--- config.mk ---
export PLATFORM = sky130hd
export DESIGN_NAME = ubk_break
export DESIGN_NICKNAME = d
export VERILOG_FILES = /design/src/inc/ubk_pkg.sv /design/src/hdl/ubk_break.sv
export SDC_FILE = /design/constraint.sdc
export NUM_CORES = 1
export LEC_CHECK = 0
export ABC_AREA = 1
export BUFFER_PORTS_ARGS = -buffer_cell sky130_fd_sc_hd__buf_2
export CAP_MARGIN = 0
export CORE_ASPECT_RATIO = 0.6
export CORE_MARGIN = 1.5
export CORE_UTILIZATION = 55
export DETAILED_ROUTE_END_ITERATION = 7
export HOLD_SLACK_MARGIN = 0.12
export PLACE_DENSITY = 0.74
export SKIP_CTS_REPAIR_TIMING = 1
export SYNTH_ARGS = -nofsm -noshare
export SYNTH_HDL_FRONTEND = slang
export SYNTH_SLANG_ARGS = --single-unit
--- constraint.sdc ---
create_clock -name clk_i -period 1.85 [get_ports clk_i]
set_input_delay 0.2775 -clock clk_i [delete_from_list [all_inputs] [get_ports clk_i]]
set_output_delay 0.2775 -clock clk_i [all_outputs]
set_load 0.05 [all_outputs]
--- src/inc/ubk_pkg.sv ---
// Functional notes
// - Sequential break needs B on later cycle
// - Same-cycle A and B never sequence-match
// - New settings reach comparators after two cycles
// - Paired fetch break survives mid-pair reprogramming
// - Fresh match re-requests when mask below 15
// - Only processor core may access registers
// - Address mask ones exclude address bits
// - Data mask ones exclude data bits
// - Fetch condition requiring write never matches
// - Fetch condition at odd address never matches
// - Peripheral master with fetch never matches
// - Independent mode: either channel raises break
// - Legacy mode: only subset registers effective
// - Legacy mode: no external bus breaks
// - Legacy mode: match flags stay unchanged
// - Legacy fetch break fires even on overrun
// - Native before-exec break skips overrun fetches
// - Legacy mode compares full 32-bit address
// - Native longword access ignores address bits 1:0
// - Native word access ignores address bit 0
package ubk_pkg;

    // Register byte offsets
    localparam logic [7:0] UBK_OFS_A_ADDR = 8'h00;
    localparam logic [7:0] UBK_OFS_A_MASK = 8'h04;
    localparam logic [7:0] UBK_OFS_A_SEL = 8'h08;
    localparam logic [7:0] UBK_OFS_B_ADDR = 8'h0C;
    localparam logic [7:0] UBK_OFS_B_MASK = 8'h10;
    localparam logic [7:0] UBK_OFS_B_SEL = 8'h14;
    localparam logic [7:0] UBK_OFS_B_DATA = 8'h18;
    localparam logic [7:0] UBK_OFS_B_DMASK = 8'h1C;
    localparam logic [7:0] UBK_OFS_CTRL = 8'h20;

    // Control register bit positions
    localparam int UBK_CTL_SEQ = 0;
    localparam int UBK_CTL_A_AFTER = 1;
    localparam int UBK_CTL_B_AFTER = 2;
    localparam int UBK_CTL_EXT = 3;
    localparam int UBK_CTL_LEGACY = 4;
    localparam int UBK_CTL_FLAGS = 8;
    localparam int UBK_CTL_ARMED = 12;

    // Cycle select field positions, two bits each
    localparam int UBK_SEL_MST = 0;
    localparam int UBK_SEL_KIND = 2;
    localparam int UBK_SEL_DIR = 4;
    localparam int UBK_SEL_SIZE = 6;

    // Operand size codes
    localparam logic [1:0] UBK_SZ_NONE = 2'h0;
    localparam logic [1:0] UBK_SZ_BYTE = 2'h1;
    localparam logic [1:0] UBK_SZ_WORD = 2'h2;
    localparam logic [1:0] UBK_SZ_LONG = 2'h3;

    // Shadow stages between register file and comparators
    localparam int UBK_CFG_STAGES = 2;

    // Break settings as software sees them
    typedef struct packed {
        logic [31:0] a_addr;
        logic [31:0] a_mask;
        logic [7:0] a_sel;
        logic [31:0] b_addr;
        logic [31:0] b_mask;
        logic [7:0] b_sel;
        logic [31:0] b_data;
        logic [31:0] b_dmask;
        logic [4:0] ctrl;
    } ubk_cfg_type;

    // One monitored bus cycle
    typedef struct packed {
        logic valid;
        logic is_cpu;
        logic is_ext;
        logic fetch;
        logic write;
        logic [1:0] size;
        logic [31:0] addr;
        logic [31:0] data;
    } ubk_cyc_type;

    // Instruction issue and retire events from the core
    typedef struct packed {
        logic issue;
        logic retire;
        logic [31:0] iss_addr;
    } ubk_exec_type;

    // Whole state of the comparator
    typedef struct packed {
        ubk_cfg_type cfg;
        ubk_cfg_type [UBK_CFG_STAGES-1:0] pipe;
        logic [3:0] flags;
        logic armed;
        logic [3:0] pf_hit;
        logic [29:0] pf_addr;
        logic pf_valid;
        logic [1:0] after_pend;
        logic pend;
        logic req;
        logic ack;
        logic [31:0] dat;
    } ubk_state_type;

    localparam ubk_state_type UBK_STATE_RST = '0;

endpackage

--- src/hdl/ubk_break.sv ---
`timescale 1ns/1ps
module ubk_break
    import ubk_pkg::*;
(
    // Clock and reset
    input wire logic clk_i,
    input wire logic rst_i,
    // Wishbone slave, tgc high marks the processor core as master
    input wire logic wb_cyc_i,
    input wire logic wb_stb_i,
    input wire logic wb_we_i,
    input wire logic [7:0] wb_adr_i,
    input wire logic [3:0] wb_sel_i,
    input wire logic [31:0] wb_dat_i,
    input wire logic wb_tgc_i,
    output logic [31:0] wb_dat_o,
    output logic wb_ack_o,
    // Monitored bus cycles and core execution, same clock domain
    input wire ubk_cyc_type mon_i,
    input wire ubk_exec_type exe_i,
    input wire logic [3:0] interrupt_mask_level_i,
    // Interrupt controller handshake
    input wire logic brk_ack_i,
    output logic brk_req_o
);

    ubk_state_type q;
    ubk_state_type s;
    ubk_cfg_type act;

    // Byte-lane merge for register writes
    function automatic logic [31:0] merge(input logic [31:0] o, input logic [31:0] n,
                                          input logic [3:0] be);
        logic [31:0] r;
        r = o;
        for (int i = 0; i < 4; i++) begin
            if (be[i]) begin
                r[8*i +: 8] = n[8*i +: 8];
            end
        end
        return r;
    endfunction

    // Cycle type check; a master, kind or direction group left at 00 can never pass, size 00 passes any size
    function automatic logic sel_ok(input logic [7:0] sl, input ubk_cyc_type c,
                                    input logic legacy, input logic ext_en);
        logic m;
        logic k;
        logic d;
        logic z;
        logic [1:0] sz;
        sz = sl[UBK_SEL_SIZE +: 2];
        if (c.is_cpu) begin
            m = sl[UBK_SEL_MST];
        end else begin
            m = sl[UBK_SEL_MST+1] && (!c.is_ext || (ext_en && !legacy));
        end
        k = c.fetch ? (sl[UBK_SEL_KIND] && c.is_cpu) : sl[UBK_SEL_KIND+1];
        d = c.write ? sl[UBK_SEL_DIR+1] : sl[UBK_SEL_DIR];
        z = (sz == UBK_SZ_NONE) || c.fetch || c.is_ext || (sz == c.size);
        return m && k && d && z;
    endfunction

    // Address compare; mask ones drop bits, native mode drops low bits by size
    function automatic logic adr_ok(input logic [31:0] ba, input logic [31:0] bm,
                                    input logic [31:0] a, input logic [1:0] sz,
                                    input logic legacy);
        logic [31:0] ign;
        ign = bm;
        if (!legacy) begin
            if (sz == UBK_SZ_LONG) begin
                ign = ign | 32'h0000_0003;
            end else if (sz == UBK_SZ_WORD) begin
                ign = ign | 32'h0000_0001;
            end
        end
        return ((ba ^ a) & ~ign) == 32'h0000_0000;
    endfunction

    // Instruction address compare for one half of a fetched pair
    function automatic logic ins_ok(input logic [31:0] ba, input logic [31:0] bm,
                                    input logic [29:0] fa, input logic half);
        logic [31:0] ia;
        ia = {fa, half, 1'b0};
        return !ba[0] && adr_ok(ba, bm, ia, UBK_SZ_BYTE, 1'b1);
    endfunction

    logic wr_sel;
    logic rd_sel;
    logic legacy;
    logic seq;
    logic [1:0] after_sel;
    logic [1:0] sok;
    logic [1:0] dhit;
    logic [1:0] fnow;
    logic [1:0] ihit;
    logic [1:0] rhit;
    logic [1:0] ev;
    logic [3:0] fpair;
    logic bdata_ok;
    logic fire;
    logic [3:0] fset;

    // Comparators always see the oldest shadow copy
    assign act = q.pipe[UBK_CFG_STAGES-1];
    assign legacy = act.ctrl[UBK_CTL_LEGACY];
    assign seq = act.ctrl[UBK_CTL_SEQ];
    // Legacy mode has no after-execution or data registers in effect
    assign after_sel[0] = act.ctrl[UBK_CTL_A_AFTER] && !legacy;
    assign after_sel[1] = act.ctrl[UBK_CTL_B_AFTER] && !legacy;

    // Bus slave decode; non-core masters get an answer but no effect
    assign rd_sel = wb_cyc_i && wb_stb_i && !q.ack;
    assign wr_sel = rd_sel && wb_we_i && wb_tgc_i;

    // Cycle type checks per channel
    assign sok[0] = sel_ok(act.a_sel, mon_i, legacy, act.ctrl[UBK_CTL_EXT]);
    assign sok[1] = sel_ok(act.b_sel, mon_i, legacy, act.ctrl[UBK_CTL_EXT]);

    // Channel B data compare, upper half ignored below longword
    always_comb begin
        logic [31:0] diff;
        diff = (act.b_data ^ mon_i.data) & ~act.b_dmask;
        if (legacy || act.b_sel[UBK_SEL_SIZE +: 2] == UBK_SZ_NONE) begin
            bdata_ok = 1'b1;
        end else if (act.b_sel[UBK_SEL_SIZE +: 2] == UBK_SZ_LONG) begin
            bdata_ok = diff == 32'h0000_0000;
        end else begin
            bdata_ok = diff[15:0] == 16'h0000;
        end
    end

    // Data access hits
    assign dhit[0] = mon_i.valid && !mon_i.fetch && sok[0]
        && adr_ok(act.a_addr, act.a_mask, mon_i.addr, mon_i.size, legacy);
    assign dhit[1] = mon_i.valid && !mon_i.fetch && sok[1] && bdata_ok
        && adr_ok(act.b_addr, act.b_mask, mon_i.addr, mon_i.size, legacy);

    // Fetch hits on both halves of the fetched pair, index = channel*2+half
    assign fpair[0] = ins_ok(act.a_addr, act.a_mask, mon_i.addr[31:2], 1'b0);
    assign fpair[1] = ins_ok(act.a_addr, act.a_mask, mon_i.addr[31:2], 1'b1);
    assign fpair[2] = ins_ok(act.b_addr, act.b_mask, mon_i.addr[31:2], 1'b0);
    assign fpair[3] = ins_ok(act.b_addr, act.b_mask, mon_i.addr[31:2], 1'b1);

    // Legacy breaks on the fetch itself, overrun or not
    assign fnow[0] = legacy && mon_i.valid && mon_i.fetch && sok[0]
        && (fpair[0] || fpair[1]);
    assign fnow[1] = legacy && mon_i.valid && mon_i.fetch && sok[1]
        && (fpair[2] || fpair[3]);

    // Native breaks wait for the core to issue the instruction
    // Legacy mode ignores a pair left latched from native mode
    assign ihit[0] = exe_i.issue && q.pf_valid && q.pf_addr == exe_i.iss_addr[31:2]
        && q.pf_hit[{1'b0, exe_i.iss_addr[1]}] && !legacy;
    assign ihit[1] = exe_i.issue && q.pf_valid && q.pf_addr == exe_i.iss_addr[31:2]
        && q.pf_hit[{1'b1, exe_i.iss_addr[1]}] && !legacy;
    assign rhit = exe_i.retire ? q.after_pend : 2'b00;

    // Channel events; each channel keeps its own before/after choice
    assign ev = dhit | fnow | (ihit & ~after_sel) | rhit;

    // Sequential needs A armed on an earlier cycle
    assign fire = seq ? (ev[1] && q.armed) : (ev[0] || ev[1]);

    // Flag set terms: CPU A, peripheral A, CPU B, peripheral B
    assign fset[0] = !legacy && (ev[0] && (mon_i.is_cpu || !dhit[0]));
    assign fset[1] = !legacy && dhit[0] && !mon_i.is_cpu;
    assign fset[2] = !legacy && (ev[1] && (mon_i.is_cpu || !dhit[1]));
    assign fset[3] = !legacy && dhit[1] && !mon_i.is_cpu;

    // Next-state logic
    always_comb begin
        logic [31:0] w;
        logic [3:0] keep;
        w = wb_dat_i;
        keep = q.flags;
        s = q;
        s.ack = rd_sel;
        // Register writes
        if (wr_sel) begin
            case (wb_adr_i)
                UBK_OFS_A_ADDR: s.cfg.a_addr = merge(q.cfg.a_addr, w, wb_sel_i);
                UBK_OFS_A_MASK: s.cfg.a_mask = merge(q.cfg.a_mask, w, wb_sel_i);
                UBK_OFS_A_SEL: s.cfg.a_sel = wb_sel_i[0] ? w[7:0] : q.cfg.a_sel;
                UBK_OFS_B_ADDR: s.cfg.b_addr = merge(q.cfg.b_addr, w, wb_sel_i);
                UBK_OFS_B_MASK: s.cfg.b_mask = merge(q.cfg.b_mask, w, wb_sel_i);
                UBK_OFS_B_SEL: s.cfg.b_sel = wb_sel_i[0] ? w[7:0] : q.cfg.b_sel;
                UBK_OFS_B_DATA: s.cfg.b_data = merge(q.cfg.b_data, w, wb_sel_i);
                UBK_OFS_B_DMASK: s.cfg.b_dmask = merge(q.cfg.b_dmask, w, wb_sel_i);
                UBK_OFS_CTRL: begin
                    if (wb_sel_i[0]) begin
                        s.cfg.ctrl = w[4:0];
                    end
                    // Flags clear by writing zero, ones leave them alone
                    if (wb_sel_i[1]) begin
                        keep = q.flags & w[UBK_CTL_FLAGS +: 4];
                    end
                end
                default: s.cfg = q.cfg;
            endcase
        end
        // A new match beats a clear in the same cycle
        s.flags = keep | fset;

        // Shadow copies delay new settings so a fetch in flight is not disturbed
        s.pipe[0] = q.cfg;
        for (int i = 1; i < UBK_CFG_STAGES; i++) begin
            s.pipe[i] = q.pipe[i-1];
        end

        // Latch per-half fetch hits with the settings at fetch time
        if (mon_i.valid && mon_i.fetch && mon_i.is_cpu && !legacy) begin
            s.pf_valid = 1'b1;
            s.pf_addr = mon_i.addr[31:2];
            s.pf_hit = {fpair[3:2] & {2{sok[1]}}, fpair[1:0] & {2{sok[0]}}};
        end

        // After-execution breaks wait for retire
        s.after_pend = (q.after_pend & ~rhit) | (ihit & after_sel);

        // Sequence state
        if (!seq) begin
            s.armed = 1'b0;
        end else if (ev[0]) begin
            s.armed = 1'b1;
        end else if (fire) begin
            s.armed = 1'b0;
        end

        // Request stays pending until accepted; fresh fire wins over acceptance
        s.pend = fire || (q.pend && !brk_ack_i);
        s.req = s.pend && interrupt_mask_level_i != 4'hF;

        // Read data, zero for unmapped addresses and other masters
        s.dat = 32'h0000_0000;
        if (rd_sel && !wb_we_i && wb_tgc_i) begin
            case (wb_adr_i)
                UBK_OFS_A_ADDR: s.dat = q.cfg.a_addr;
                UBK_OFS_A_MASK: s.dat = q.cfg.a_mask;
                UBK_OFS_A_SEL: s.dat = {24'h00_0000, q.cfg.a_sel};
                UBK_OFS_B_ADDR: s.dat = q.cfg.b_addr;
                UBK_OFS_B_MASK: s.dat = q.cfg.b_mask;
                UBK_OFS_B_SEL: s.dat = {24'h00_0000, q.cfg.b_sel};
                UBK_OFS_B_DATA: s.dat = q.cfg.b_data;
                UBK_OFS_B_DMASK: s.dat = q.cfg.b_dmask;
                UBK_OFS_CTRL: begin
                    s.dat[4:0] = q.cfg.ctrl;
                    s.dat[UBK_CTL_FLAGS +: 4] = q.flags;
                    s.dat[UBK_CTL_ARMED] = q.armed;
                end
                default: s.dat = 32'h0000_0000;
            endcase
        end
    end

    // State register
    always_ff @(posedge clk_i) begin
        if (rst_i) begin
            q <= UBK_STATE_RST;
        end else begin
            q <= s;
        end
    end

    // Outputs straight from flops
    assign wb_dat_o = q.dat;
    assign wb_ack_o = q.ack;
    assign brk_req_o = q.req;

endmodule

==> results.ini, run 1 <==
[setup_path]
start_kind=register
worstSetupPathType=register to register
arrival_ns=2.27
path_max_fanout=3
end_kind=register
required_ns=2.32

[sta]
max_freq_ghz=0.556
period_share_pct=97.3
drv_slew=0
whs_ns=0.110
min_period_ns=1.80
rsz0062_at_grt=yes
worst_slew_pin_slew_ns=0.656
hold_viol=0
slew_headroom_pct=56.3
clock-skew-final_ns=0.0211
setup-violations-final=0

[logic_synthesis]
syn_inst=3386
synth_mux_area_share_pct=0
ys_ff_latch=716
synth-simple-area-share_pct=18.8
synth-seq-area-share_pct=54.9
synth_top_family_by_area=simple AND/OR/NAND/NOR gates
synth_nets=3546
synth_top_cell_by_area=dfxtp_1
synthDistinctLibCells=45
syn-cell-area_mm2=0.0261
synth-adder-area-share_pct=0
synth_compound_area_share_pct=13.5
yosys_most_used_dff=dfxtp_1
synthTopCellsByArea=dfxtp_1, nor2_1, inv_1
synthXorXnorAreaFrac_pct=0.235
synth_edf_count=0
yosysWarnings=0
synth_top_cell_area_share_pct=54.9
async_flop_share_pct=0
syn_avg_cell_area_um2=7.71

[cells_and_area]
area_growth_pct=17.9
layout.nets=3800
final_cell_mix=dfxtp_1, nor2_1, inv_1, nand2_1, a21oi_1
diodes=0
design_area_mm2=0.0308
drive_above_1_share_pct=14.0
layout_commonest_cell=dfxtp_1

[drt]
first_pass_iters=5
wire_per_inst_um=14.9
drt_wl_total_mm=64.4
vias=21200
drcViolationCount=0
drt_iter0_markers=1749
antenna_left=0
avgViaCountPerCell=4.92

[clock_network]
clockBufferDepth=3
cts_buffers=61
clk_pin_slew_worst_paths_ns=0.07
cts.htree.levels=2
tritoncts=done
insertion_delay_ns=0.63
root_buffer=clkbuf_16
clock-sinks=716

[floorplanning]
die_w_um=284
die_h_um=172
initial_utilization_pct=56.1
die-area_mm2=0.0488
design.core.area_mm2=0.0466
io_pins=194
rows=61

[placement]
place_hpwl_mm=45.7
post_dp_cell_area_mm2=0.0279
io_buffers=192
gp_congestion=0.921

[global_route]
grt_pass1_vias=19200
grt_max_degree=160
grt_overflow=0
antenna_found_initial=1
grt_usage_pct=25.7
grt_pass1_wl_mm=99.1

[job]
cap_violations=0

[outcome]
status=finished clean

[min_path]
hold_path_class=input pin to register

[pwr]
ir_drop_uv=815
p_per_area_mw_per_mm2=980
p_leak_nw=12.5

[synthesized netlist by cell type, types with 2 or more instances]
cell / n
a21oi_1: 288
a221oi_1: 29
a31oi_1: 18
buf_1: 7
buf_2: 34
buf_4: 32
buf_6: 11
clkbuf_1: 77
dfxtp_1: 716
inv_1: 625
inv_2: 19
nand2_1: 438
nand3_1: 35
nand3_2: 4
nand3_4: 2
nand3b_1: 25
nand4_1: 9
nor2_1: 646
nor2_2: 6
nor2_4: 9
nor2_8: 2
nor3_1: 4
nor3_2: 2
o21ai_0: 253
o21ai_1: 11
o21bai_1: 2
o22ai_1: 40
o22ai_2: 4
o41ai_1: 4
or2_0: 4
or2_1: 11
xnor2_1: 5
xor2_1: 2
[path summary, 6_finish.rpt]
kind	from	endpoint	slack [ns]	cells past startpoint
worst min-delay path	brk_ack_i	q[34]	0.11	6
worst min register to register	q[169]	act[92]	0.40	2
worst max-delay path	act[4]	q[75]	0.05	13
worst max register to register	act[4]	q[75]	0.05	13
[cell families after synthesis]
logic type,Yosys count
flops,716
simple gates,1201
buf+inv,808
compound gates,654
xor+xnor,7
[area by class of cell]
cell class | instances | area, um2
Fill cell | 4021 | 15800
Sequential cell | 716 | 14400
Multi-Input combinational cell | 1862 | 8620
Timing Repair Buffer | 354 | 2510
Inverter | 645 | 2430
Clock buffer | 82 | 1740
Tap cell | 630 | 788
Clock inverter | 32 | 370
[per-layer routing]
| layer | global-route usage, % | vias up | wire length [um] |
|---|---|---|---|
| met5 | 0 | - | 13 |
| met4 | 9.53 | 2 | 1960 |
| met3 | 3.77 | 121 | 3540 |
| met2 | 44.3 | 565 | 30800 |
| met1 | 32.9 | 9704 | 28100 |
| li1 | - | 10900 | - |
[sequential cells by signal (all words and copies together), names as in the netlist]
register,flops
brk_req_o,1
q,469
wb_dat_o,32
act,213
wb_ack_o,1
[stage by stage]
step	setup slack [ns]	utilization [%]	total power, mW	setup TNS, ns	instances
final	0.0508	66.2	30.2	0	4321
after global routing	-0.0780	66.2	31.2	-0.194	4321
after CTS	-0.0283	64.4	30.2	-0.0344	4254
after detailed placement	-0.0672	59.9	17.0	-1.55	4140
after global placement	-0.0651	59.9	17.0	-0.219	4140
after floorplan	0.138	-	16.5	0	3386
[critical path, stage by stage, from the launching register on]
cell and delay (ns):
dfxtp_2 0.34, inv_4 0.07, nand2_1 0.05, nand2_1 0.08, nand2_1 0.07, a21boi_2 0.20
nand2_2 0.12, nor2_2 0.14, nand2_1 0.09, nor2_2 0.12, nand2_2 0.07, nor2_2 0.11
nand3b_1 0.12, a21oi_1 0.07
[report_power, final]
part / leakage (nW) / internal (mW) / total [mW] / switching, mW
Clock: 1.05 / 7.58 / 13.3 / 5.75
Combinational: 5.63 / 0.519 / 1.38 / 0.856
Sequential: 5.77 / 15.4 / 15.5 / 0.0281
Power figures use the tool's default switching activity.
==> inputs of run 2 (changes only) <==
--- a/config.mk
+++ b/config.mk
@@ -9,7 +9,7 @@
 export BUFFER_PORTS_ARGS = -buffer_cell sky130_fd_sc_hd__buf_2
 export CAP_MARGIN = 0
 export CORE_ASPECT_RATIO = 0.6
-export CORE_MARGIN = 1.5
+export CORE_MARGIN = 2
 export CORE_UTILIZATION = 55
 export DETAILED_ROUTE_END_ITERATION = 7
 export HOLD_SLACK_MARGIN = 0.12
==> constraint.sdc (replaced) <==
create_clock -name clk_i -period 1.85 [get_ports clk_i]
set_input_delay 0.0925 -clock clk_i [delete_from_list [all_inputs] [get_ports clk_i]]
set_output_delay 0.0925 -clock clk_i [all_outputs]
set_load 0.05 [all_outputs]
==> results.ini, run 2 (synthesized netlist as in run 1, its figures left out) <==
[min_path]
min_path_cells=6
hold_path_class=input pin to register

[setup_path]
r2r-start=q[52]
rr_endpoint=brk_req_o
critPathSlowestCell=dfxtp_2
slowest_delay_ns=0.36
arrival_ns=2.35
start_kind=register
worst_path_most_repeated_cell=nand2_1
required_ns=2.39
worstSetupPathType=register to register
end_kind=register
path_max_fanout=3
r2r.worst_path.cells=17
rrSetupSlack_ns=0.04
cp-endpoint=brk_req_o
worstPathCellList=nand2_1 > inv_1 > nor2_2 > nor2_1 > nand2_1 > nor2_1 > nand2_1 > nor2_1 > buf_4 > nand3_2 > nand2_2 > inv_2 > nand3_2 > nand2_1 > nand3_1 > nand2_1 > nor2_1
startpoint=q[52]

[floorplanning]
initial_utilization_pct=56.1
rows=61
die_h_um=173
design.core.area_mm2=0.0466
io_pins=194
die-area_mm2=0.0493
die_w_um=285

[drt]
drt_wl_total_mm=64.8
vias=21100
antenna_left=0
wire_per_inst_um=15.1
avgViaCountPerCell=4.94
first_pass_iters=5
drcViolationCount=0
drt_iter0_markers=1521

[cells_and_area]
multi_input_area_mm2=0.00863
regMostFlops=q
postLayoutCoreUtil_pct=65.4
largest_reg_flops=469
layout.nets=3761
register_area_mm2=0.0143
final_cell_mix=dfxtp_1, nor2_1, inv_1, nand2_1, a21oi_1
drive_above_1_share_pct=12.6
fillers=4002
layout_commonest_cell=dfxtp_1
area_growth_pct=16.6

[clock_network]
tritoncts=done
insertion_delay_ns=0.61
root_buffer=clkbuf_16
clk_pin_slew_worst_paths_ns=0.07
cts_buffers=59
cts.htree.levels=2
clock-sinks=716
clockBufferDepth=3

[pwr]
ir_drop_uv=708
p_leak_nw=12.2
p_per_area_mw_per_mm2=985

[sta]
tns_ns=0
setup-violations-final=0
rsz0062_at_grt=yes
clock-skew-final_ns=0.0251
max_freq_ghz=0.552
min_period_ns=1.81
drv_slew=0
hold_viol=0
worst_slew_pin_slew_ns=0.722
slew_headroom_pct=51.9
period_share_pct=97.9

[global_route]
grt_max_degree=147
grt_usage_pct=25.3
grt_pass1_vias=19500
antenna_found_initial=1
grt_overflow=0
grt_pass1_wl_mm=101

[placement]
place_hpwl_mm=45.4
gp_congestion=0.875
io_buffers=192

[job]
cap_violations=0

[outcome]
status=finished clean

## run 2: changes by cell type in the layout (fill, tap and decap cells not counted), sizes merged
cell and change:
buf -44, clkbuf +3, dlygate4sd3 +7, clkinvlp -1
diode +2, inv -2, clkinv -5
## run 2: worst max-delay path: cells and delay by family, from the launching register on
family	cells	cell delay, ns
DFF	1	0.36
buffers and inverters	3	0.26
and+or+nand+nor	14	1.12
## run 2: layout make-up
| type | instances | share of cell area (%) |
|---|---|---|
| Clock inverter | 24 | 1.06 |
| Inverter | 645 | 7.97 |
| Multi-Input combinational cell | 1862 | 28.3 |
| Clock buffer | 85 | 5.64 |
| Tap cell | 630 | 2.59 |
| Timing Repair Buffer | 317 | 7.25 |
| Antenna cell | 2 | 0.0164 |
| Sequential cell | 716 | 47.1 |
## run 2: power breakdown
group	switching (mW)	total, mW	leakage, nW	internal, mW
clock network	5.72	13.2	1.01	7.43
logic	0.855	1.35	5.43	0.498
registers	0.0258	15.5	5.77	15.4
total	6.60	30.0	12.2	23.4
## run 2: worst min-delay path by stage
stage	slack, ns	start	endpoint
floorplan	0.23	mon_i[40]	q[44]
global placement	0.39	mon_i[47]	q[51]
detailed placement	0.39	q[197]	act[120]
CTS	-0.25	mon_i[47]	q[51]
global route	0.16	wb_adr_i[6]	wb_dat_o[3]
finish	0.14	wb_adr_i[6]	wb_dat_o[2]
## run 2: layer usage
layer  vias up  part of all wire (%)  routed length, um  global-route usage, %
li1      10800                     -                  -                      -
met1      9689                    43              28000                   33.1
met2       540                    48              31300                   43.5
met3       119                   5.6               3650                   3.52
met4         0                   3.0               1950                   7.57
met5         -                     0                  0                      0
## run 2: stage by stage
stage	hold slack [ns]	setup WS, ns	cells	total power [mW]	area, um2
CTS	-0.249	-0.0146	4200	30.0	29500
finish	0.138	0.0390	4281	30.0	30400
detailed placement	0.392	0.0354	4091	17.0	27500
global placement	0.388	0.0632	4091	17.0	27500
global route	0.156	-0.111	4281	31.0	30400
floorplan	0.227	0.138	3386	16.5	26100
